<file path="src/rtl/mil_pkg.sv">
// constants and types shared by the interrupt logic
package mil_pkg;
   localparam logic [12:0] MIL_VECTOR_ADDR = 13'h0004;   // service entry address
   localparam logic [7:0] MIL_TICK_MAX = 8'hFF;          // rollover point of the tick counter
   localparam int MIL_PORT_WIDTH = 8;
   localparam int MIL_PERIPH_WIDTH = 8;
   localparam logic [1:0] MIL_PHASE_Q4 = 2'h3;           // last quarter phase
   localparam logic [1:0] MIL_PHASE_RST = 2'h0;
   localparam int MIL_LATENCY_MIN = 3;                   // instruction cycles, event to vector
   localparam int MIL_LATENCY_MAX = 4;
   // control register bit positions
   localparam int MIL_BIT_GLOBAL_EN = 7;
   localparam int MIL_BIT_PERIPH_GATE = 6;
   localparam int MIL_BIT_TICK_EN = 5;
   localparam int MIL_BIT_EXTE = 4;
   localparam int MIL_BIT_PCE = 3;
   localparam int MIL_BIT_TOF = 2;
   localparam int MIL_BIT_EXTF = 1;
   localparam int MIL_BIT_PCF = 0;
   localparam logic [7:0] MIL_CTRL_RESET = 8'h00;
   localparam logic [7:0] MIL_PERIPH_RESET = 8'h00;
   typedef enum logic [1:0] {
      MIL_RUN,
      MIL_SLEEP,
      MIL_WAIT_VEC
   } mil_state_t;
endpackage
</file>
<file path="src/rtl/mil_irq_logic.sv">
// interrupt collection, qualification and vectoring for the 8-bit core
// Operation
// - sources: ext pin, pin change, tick, timers, converter, serial, faults, captures
// - global enable set allows unmasked requests; clear blocks all
// - any reset forces the global enable to zero
// - taking a request clears global enable, pushes return, vectors to 0004h
// - return-from-irq sets global enable again
// - control register holds ext, pin-change, tick flags; peripherals in two registers
// - ext and pin-change latency is three or four instruction cycles
// - request blocked by a global-enable clear stays pending until re-enabled
// - ext pin edge-triggered; edge-select one rising, zero falling
// - valid ext edge sets ext flag during Q4-Q1 phases
// - clearing ext enable stops ext flag requesting
// - ext interrupt wakes from sleep if enabled before sleep
// - analog-selected pins read zero and never interrupt
// - tick counter rollover FFh to 00h sets tick flag; tick enable gates
// - masked port pin change sets pin-change flag; pin-change enable gates
// - pin change during a port instruction may be lost
// - flags set regardless of their enable or global enable
`timescale 1ns/1ps
`default_nettype none
module mil_irq_logic
   import mil_pkg::*;
#(
   parameter int PORT_W = MIL_PORT_WIDTH,
   parameter int PER_W = MIL_PERIPH_WIDTH
) (
   input wire logic mclk,
   input wire logic rst,
   input wire logic [1:0] q_phase,
   input wire logic insn_end,
   input wire logic ctrl_wr,
   input wire logic [7:0] ctrl_wdata,
   input wire logic req_a_wr,
   input wire logic [PER_W-1:0] req_a_wdata,
   input wire logic req_b_wr,
   input wire logic [PER_W-1:0] req_b_wdata,
   input wire logic en_a_wr,
   input wire logic [PER_W-1:0] en_a_wdata,
   input wire logic en_b_wr,
   input wire logic [PER_W-1:0] en_b_wdata,
   input wire logic [PER_W-1:0] periph_evt_a,
   input wire logic [PER_W-1:0] periph_evt_b,
   input wire logic gie_clear_insn,
   input wire logic return_from_irq,
   input wire logic sleep_enter,
   input wire logic port_insn,
   input wire logic [12:0] next_pc,
   input wire logic ext_irq_pin,
   input wire logic ext_edge_select,
   input wire logic [7:0] tick_counter,
   input wire logic tick_inc,
   input wire logic [PORT_W-1:0] general_port,
   input wire logic [PORT_W-1:0] pin_change_mask_reg,
   input wire logic [PORT_W-1:0] analog_select_reg,
   output logic [7:0] irq_control_reg,
   output logic [PER_W-1:0] periph_request_reg_a,
   output logic [PER_W-1:0] periph_request_reg_b,
   output logic [PER_W-1:0] periph_enable_reg_a,
   output logic [PER_W-1:0] periph_enable_reg_b,
   output logic [PORT_W-1:0] port_read,
   output logic core_irq_req,
   output logic vector_load,
   output logic [12:0] vector_addr,
   output logic stack_push,
   output logic [12:0] stack_push_addr,
   output logic wake_up,
   output logic sleeping
);
   // ---------------------------------------------------------------
   // parameter checks
   // ---------------------------------------------------------------
   initial begin
      if (PORT_W < 1 || PORT_W > 16) $error("port width out of range");
      if (PER_W < 1 || PER_W > 8) $error("peripheral register width out of range");
   end

   // ---------------------------------------------------------------
   // flag storage
   // ---------------------------------------------------------------
   logic [7:0] ctrl_r;
   logic [PER_W-1:0] req_a_r, req_b_r, en_a_r, en_b_r;
   logic ext_pin_d_r;
   logic [PORT_W-1:0] port_d_r;
   mil_state_t state_r;
   logic [1:0] lat_cnt_r;

   // digital view of the port; analog pins read zero
   logic [PORT_W-1:0] port_dig;
   assign port_dig = general_port & ~analog_select_reg;

   // the ext pin doubles as port bit 2, so it shares that bit's analog select;
   // an analog pin can therefore never raise the ext flag, whatever its level
   logic ext_dig;
   assign ext_dig = ext_irq_pin & ~analog_select_reg[2 % PORT_W];

   // ext edge detection sampled only in the Q4-Q1 window; pin change every clock outside a port instruction, tick rollover every clock
   logic ext_window, ext_edge, pc_change, tick_roll;
   assign ext_window = (q_phase == MIL_PHASE_Q4) || (q_phase == MIL_PHASE_RST);
   assign ext_edge = ext_window && (ext_edge_select ? (ext_dig && !ext_pin_d_r)
                                                    : (!ext_dig && ext_pin_d_r));
   // a change during a port instruction is flagged once it ends; one that reverts is lost
   assign pc_change = |((port_dig ^ port_d_r) & pin_change_mask_reg) && !port_insn;
   assign tick_roll = tick_inc && (tick_counter == MIL_TICK_MAX);

   // previous samples for edge and change detection
   always_ff @(posedge mclk or posedge rst) begin
      if (rst) begin
         ext_pin_d_r <= 1'b0;
         port_d_r <= '0;
      end else begin
         if (ext_window) begin
            ext_pin_d_r <= ext_dig;
         end
         if (!port_insn) begin
            port_d_r <= port_dig;
         end
      end
   end

   // ---------------------------------------------------------------
   // control register: writes, hardware sets, global enable
   // ---------------------------------------------------------------
   logic take;
   always_ff @(posedge mclk or posedge rst) begin
      if (rst) begin
         ctrl_r <= MIL_CTRL_RESET;
      end else begin
         if (ctrl_wr) begin
            ctrl_r <= ctrl_wdata; // software clears flags by writing zero
         end
         // global enable: clearing instruction and vectoring both drop it,
         // a return raises it again; the return is placed last of the three
         // so that a return in the same cycle as a take leaves it set
         if (gie_clear_insn) begin
            ctrl_r[MIL_BIT_GLOBAL_EN] <= 1'b0;
         end
         if (take) begin
            ctrl_r[MIL_BIT_GLOBAL_EN] <= 1'b0;
         end
         if (return_from_irq) begin
            ctrl_r[MIL_BIT_GLOBAL_EN] <= 1'b1;
         end
         // hardware sets last so they win over a same-cycle write
         if (ext_edge) begin
            ctrl_r[MIL_BIT_EXTF] <= 1'b1;
         end
         if (pc_change) begin
            ctrl_r[MIL_BIT_PCF] <= 1'b1;
         end
         if (tick_roll) begin
            ctrl_r[MIL_BIT_TOF] <= 1'b1;
         end
      end
   end

   // ---------------------------------------------------------------
   // peripheral request and enable registers
   // ---------------------------------------------------------------
   always_ff @(posedge mclk or posedge rst) begin
      if (rst) begin
         req_a_r <= MIL_PERIPH_RESET[PER_W-1:0];
         req_b_r <= MIL_PERIPH_RESET[PER_W-1:0];
      end else begin
         // set wins over a software clear
         req_a_r <= (req_a_wr ? req_a_wdata : req_a_r) | periph_evt_a;
         req_b_r <= (req_b_wr ? req_b_wdata : req_b_r) | periph_evt_b;
      end
   end

   always_ff @(posedge mclk or posedge rst) begin
      if (rst) begin
         en_a_r <= MIL_PERIPH_RESET[PER_W-1:0];
         en_b_r <= MIL_PERIPH_RESET[PER_W-1:0];
      end else begin
         if (en_a_wr) begin
            en_a_r <= en_a_wdata;
         end
         if (en_b_wr) begin
            en_b_r <= en_b_wdata;
         end
      end
   end

   // ---------------------------------------------------------------
   // request qualification
   // ---------------------------------------------------------------
   // each source is an enable/flag pair; the flag is stored whatever the
   // enable holds, so a late enable picks up an event that came earlier.
   // software must therefore clear stale flags before enabling a source.
   logic ctrl_pend, per_pend, any_pend, gie_now;

   // control-register sources: tick rollover, ext pin, pin change
   assign ctrl_pend = (ctrl_r[MIL_BIT_TICK_EN] && ctrl_r[MIL_BIT_TOF])
                    || (ctrl_r[MIL_BIT_EXTE] && ctrl_r[MIL_BIT_EXTF])
                    || (ctrl_r[MIL_BIT_PCE] && ctrl_r[MIL_BIT_PCF]);

   // peripheral sources pass only through the peripheral gate
   assign per_pend = ctrl_r[MIL_BIT_PERIPH_GATE] && |((req_a_r & en_a_r) | (req_b_r & en_b_r));

   // pending regardless of the global enable; sleep wake uses this alone
   assign any_pend = ctrl_pend || per_pend;

   // a clearing instruction masks requests due now; flags stay pending
   // and are taken once the global enable comes back
   assign gie_now = ctrl_r[MIL_BIT_GLOBAL_EN] && !gie_clear_insn;
   // take only after latency count so vectoring lands 3-4 cycles after the event
   assign take = (state_r == MIL_WAIT_VEC) && insn_end && gie_now && any_pend
                 && (lat_cnt_r == 2'(MIL_LATENCY_MIN - 1));

   // ---------------------------------------------------------------
   // sequencer: run, sleep, wait for vector
   // ---------------------------------------------------------------
   // run: watch for a qualified request or a sleep command
   // sleep: core halted; any enabled pending flag resumes it
   // wait: count instruction ends so the vector lands three
   //       instruction cycles after the flag; dropping the request
   //       or the global enable returns to run with flags intact
   // the count restarts on every entry, so a withdrawn request that
   // comes back later sees the full latency again
   always_ff @(posedge mclk or posedge rst) begin
      if (rst) begin
         state_r <= MIL_RUN;
         lat_cnt_r <= 2'h0;
      end else begin
         unique case (state_r)
            MIL_RUN: begin
               lat_cnt_r <= 2'h0;
               if (sleep_enter) begin
                  state_r <= MIL_SLEEP;
               end else if (gie_now && any_pend) begin
                  state_r <= MIL_WAIT_VEC;
               end
            end
            MIL_SLEEP: begin
               // any enabled pending source wakes, ext pin only if enabled
               if (any_pend) begin
                  state_r <= MIL_RUN;
               end
            end
            MIL_WAIT_VEC: begin
               if (!gie_now || !any_pend) begin
                  state_r <= MIL_RUN; // request withdrawn, flags kept
               end else if (take) begin
                  state_r <= MIL_RUN;
               end else if (insn_end && lat_cnt_r != 2'(MIL_LATENCY_MIN - 1)) begin
                  lat_cnt_r <= lat_cnt_r + 2'h1;
               end
            end
            default: state_r <= MIL_RUN;
         endcase
      end
   end

   // ---------------------------------------------------------------
   // registered outputs
   // ---------------------------------------------------------------
   // every output is a flop, so the core sees each event one clock
   // after it happens here; vector and push pulse for one clock only,
   // while the two addresses hold until the next take
   always_ff @(posedge mclk or posedge rst) begin
      if (rst) begin
         core_irq_req <= 1'b0;
         vector_load <= 1'b0;
         vector_addr <= 13'h0000;
         stack_push <= 1'b0;
         stack_push_addr <= 13'h0000;
         wake_up <= 1'b0;
         sleeping <= 1'b0;
         port_read <= '0;
      end else begin
         core_irq_req <= gie_now && any_pend;
         vector_load <= take;
         stack_push <= take;
         if (take) begin
            vector_addr <= MIL_VECTOR_ADDR;
            stack_push_addr <= next_pc;
         end
         wake_up <= (state_r == MIL_SLEEP) && any_pend;
         sleeping <= (state_r == MIL_SLEEP);
         port_read <= port_dig;
      end
   end


   // register images presented to the core's read path
   // limitation: a read in the cycle right after a write shows the old value
   always_ff @(posedge mclk or posedge rst) begin
      if (rst) begin
         irq_control_reg <= MIL_CTRL_RESET;
         periph_request_reg_a <= '0;
         periph_request_reg_b <= '0;
         periph_enable_reg_a <= '0;
         periph_enable_reg_b <= '0;
      end else begin
         irq_control_reg <= ctrl_r;
         periph_request_reg_a <= req_a_r;
         periph_request_reg_b <= req_b_r;
         periph_enable_reg_a <= en_a_r;
         periph_enable_reg_b <= en_b_r;
      end
   end
endmodule
`default_nettype wire

</file>
<file path="config.mk">
export PLATFORM = sky130hd
export DESIGN_NAME = mil_irq_logic
export DESIGN_NICKNAME = d
export VERILOG_FILES = /design/src/rtl/mil_pkg.sv /design/src/rtl/mil_irq_logic.sv
export SDC_FILE = /design/constraint.sdc
export NUM_CORES = 1
export LEC_CHECK = 0
export BUFFER_PORTS_ARGS = -buffer_cell sky130_fd_sc_hd__buf_4
export CAP_MARGIN = 10
export CORE_UTILIZATION = 52
export CTS_BUF_LIST = sky130_fd_sc_hd__clkbuf_8
export DETAILED_ROUTE_END_ITERATION = 12
export GPL_ROUTABILITY_DRIVEN = 0
export PLACE_DENSITY = 0.87
export SLEW_MARGIN = 20
export SYNTH_ARGS = -nofsm -noshare
export SYNTH_HDL_FRONTEND = slang
export SYNTH_SLANG_ARGS = --single-unit
</file>
<file path="constraint.sdc">
create_clock -name mclk -period 12.15 [get_ports mclk]
set_input_delay 2.43 -clock mclk [delete_from_list [all_inputs] [get_ports mclk]]
set_output_delay 2.43 -clock mclk [all_outputs]
set_load 0.01 [all_outputs]
</file>
==> flow_summary_export.csv <==
group,metric,value,unit
outcome,status,"complete, no violations",
power_and_ir_drop,vdd_drop_max,91.5,µV
floorplanning,initial_core_util,0.538,
sta,timing.final.crit_share,0.306,
flow_run,maxCapViolCount,0,
worst_setup_path,crit_end,"lat_cnt_r[1]$_DFFE_PP0P_",
sta,skew,0.00888,ns
sta,tightest_slew,0.839,ns
floorplanning,dieArea,8910,µm²
routing,wl_per_cell,15.8,µm
final_layout,areaGrowthSynthToFinish,41.3,%
clock_network,clock_latency,0.41,ns
synth,ys_ff_latch,119,
grt,grt_first_pass_wirelength,15000,µm
sta,rsz0062_at_grt,"no",
routing,drtIter0Drc,85,
sta,finalHoldViolations,0,
grt,grt_use_total,0.229,
synth,synthCells,298,
floorplanning,die_y,94.4,µm
routing,drtAntennaViolNets,0,
sta,setup_viol,0,
sta,period_needed,3.72,ns
final_layout,multi_input_area,1350,µm²
worst_setup_path,worstReg2RegEnd,"stack_push_addr[3]$_DFFE_PP0P_",
final_layout,antennaDiodeCount,0,
worst_setup_path,cp-start-kind,"input pin",
synth,yosysSeqAreaShare,0.671,
grt,grt_pass1_vias,3207,
routing,dr.pass1.iters,4,
floorplanning,row_count,33,
synth,ys_types,35,
worst_setup_path,arrival,4.01,ns
clock_network,post-cts-setup-buffers,0,
sta,max_freq,269,MHz
final_layout,fin_area,6270,µm²
placement,port_buffers,184,
power_and_ir_drop,powerDensity,145,nW/µm²
worst_setup_path,cp_max_fo,3,
power_and_ir_drop,leakage,3.08,nW
synth,syn-mean-instance-area,14.9,µm²
grt,antenna_found_initial,0,
grt,grt_max_degree,70,
final_layout,fillers,559,
power_and_ir_drop,pwr-share-seq,0.489,
worst_setup_path,cp_data_required_time,12.44,ns
routing,drc,0,
worst_setup_path,rrSetupSlack,9.93,ns
final_layout,drive_gt1_frac,0.524,
grt,grt-ovfl-total,0,
clock_network,clk_pin_slew,0.07,ns
floorplanning,io-pin-count,197,
sta,fin_tns_setup,0,ns
clock_network,cts_resized,0,
floorplanning,core-area,8260,µm²
power_and_ir_drop,internal_power,0.689,mW
clock_network,h-tree-depth,4,
sta,finalMaxSlewViolations,0,
worst_setup_path,reg2reg_depth,7,
routing,routed_wl,9660,µm
power_and_ir_drop,swShare,0.242,
clock_network,cts_buffers,17,
clock_network,cts_tree,"done",
synth,syn_area,4440,µm²
routing,vias,3098,
power_and_ir_drop,clkPwrFrac,0.387,
final_layout,largest_reg_flops,13,
placement,dp_hpwl,7140,µm
routing,post_drt_via_cell_ratio,5.07,
clock_network,cts_root_buffer,"clkbuf_8",
sta,slew_headroom,0.441,
worst_setup_path,reg2reg_from,"en_b_r[1]$_DFFE_PP0P_",
final_layout,nets,612,
clock_network,clkSinkCount,119,
clock_network,clockBufferDepth,2,
final_layout,regMostFlops,"stack_push_addr",
power_and_ir_drop,p_comb_frac,0.125,
worst_setup_path,critical_path_class,"input pin to flop",
synth,ys.warnings.count,0,
clock_network,cts_hold_buf,0,
final_layout,regArea,2980,µm²
power_and_ir_drop,p_switching,0.220,mW
placement,placed_area,5860,µm²
min_path,hold_class,"flop to flop",
floorplanning,fp.dieW,94.4,µm
worst_setup_path,critPathCaptureType,"flop",
worst_setup_path,critPathLaunch,"gie_clear_insn",
-- stage by stage --
step / setup WS [ns] / hold WS (ns) / cells / utilization / total power [mW]
after floorplan: 6.56 / 0.365 / 309 / - / 0.502
after global placement: 7.84 / 0.379 / 578 / 0.710 / 0.560
after detailed placement: 7.76 / 0.379 / 578 / 0.710 / 0.566
after CTS: 8.21 / 0.398 / 610 / 0.758 / 0.917
after global routing: 8.36 / 0.406 / 611 / 0.760 / 0.950
final: 8.43 / 0.397 / 611 / 0.760 / 0.909
-- worst max-delay path, cell delays in order --
cell and delay [ns]:
buf_4 0.12, or2b_2 0.33, nor3b_1 0.31, nand2_1 0.09, o21ai_0 0.36, nor2_1 0.11
a221o_1 0.27
-- routing by layer --
metal / wire, µm / up-vias / track usage / share of wire
li1: - / 1412 / - / -
met1: 3740 / 1529 / 0.270 / 0.39
met2: 5040 / 133 / 0.379 / 0.52
met3: 618 / 24 / 0.0709 / 0.064
met4: 253 / 0 / 0.113 / 0.026
met5: 0 / - / 0 / 0
-- power groups by stage --
stage / Sequential, mW / Clock, mW / Combinational (mW)
after global placement: 0.449 / 0 / 0.111
final: 0.444 / 0.351 / 0.113
after CTS: 0.444 / 0.357 / 0.115
after detailed placement: 0.451 / 0 / 0.114
after floorplan: 0.454 / 0 / 0.0484
after global routing: 0.447 / 0.379 / 0.124
-- worst min-delay path by stage --
stage	startpoint	endpoint	slack, ns	cells after the start
after floorplan	ctrl_r[7]$_DFFE_PP0P_	irq_control_reg[7]$_DFF_PP0_	0.37	0
after global placement	req_a_r[3]$_DFF_PP0_	periph_request_reg_a[3]$_DFF_PP0_	0.38	0
after detailed placement	req_b_r[3]$_DFF_PP0_	periph_request_reg_b[3]$_DFF_PP0_	0.38	0
after CTS	req_b_r[3]$_DFF_PP0_	periph_request_reg_b[3]$_DFF_PP0_	0.40	0
after global routing	req_b_r[2]$_DFF_PP0_	periph_request_reg_b[2]$_DFF_PP0_	0.41	0
final	req_b_r[3]$_DFF_PP0_	periph_request_reg_b[3]$_DFF_PP0_	0.40	0
-- placed cells by master (no fill, tap or decap), types with 2 or more instances in the layout --
cell type,synthesis,final
a211o_1,16,16
clkinv_2,0,3
dfrtp_1,119,119
mux2_4,7,7
buf_4,14,185
clkinvlp_4,0,3
mux2i_1,6,6
mux2_2,35,35
o21ai_0,3,3
nand2_1,13,13
clkinv_4,0,3
nor3b_1,2,2
a22oi_1,13,13
xor2_1,8,8
nor2_1,4,4
conb_1,1,12
nor2b_1,26,26
o31ai_1,2,2
inv_1,4,4
nand3_1,2,2
clkbuf_8,0,20
bufinv_16,0,2
-- synth_stat cells, drive strengths merged --
library cell  number  area share
a211o             16       0.032
a21oi              2      0.0048
a221o              1      0.0023
a22oi             13       0.022
a41o               1      0.0023
and2b              1      0.0020
and3               1      0.0014
and3b              1      0.0020
buf               15       0.027
clkbuf             6      0.0051
conb               1     0.00084
dfrtp            119        0.67
ha                 1      0.0028
inv                4      0.0034
mux2              42        0.11
mux2i              6       0.014
nand2             13       0.011
nand3              2      0.0023
nand4              1      0.0014
nor2               4      0.0034
nor2b             26       0.037
nor3               1      0.0011
nor3b              2      0.0034
nor4               2      0.0062
o21ai              3      0.0034
o31ai              2      0.0034
or2                1      0.0014
or2b               1      0.0020
or4                1      0.0025
xnor2              1      0.0020
xor2               8       0.016
-- kinds of logic after synthesis --
family | Yosys count | synth area share
AND/OR/NAND/NOR | 57 | 0.0767
adder cells (fa/ha/maj) | 1 | 0.00282
multiplexers | 48 | 0.126
XOR/XNOR | 9 | 0.0178
flip-flops | 119 | 0.671
buffers and inverters | 25 | 0.0355
AO/OA/AOI/OAI | 38 | 0.0696
other | 1 | 0.000845
-- final cells by class --
type	instances	share of cell area
repair buffers	186	0.223
clock buffers	20	0.0439
inverters	4	0.00279
multi-input cells	165	0.214
well taps	105	0.0209
clock inverters	12	0.0203
flip-flops and latches	119	0.475
Power figures use the tool's default switching activity.
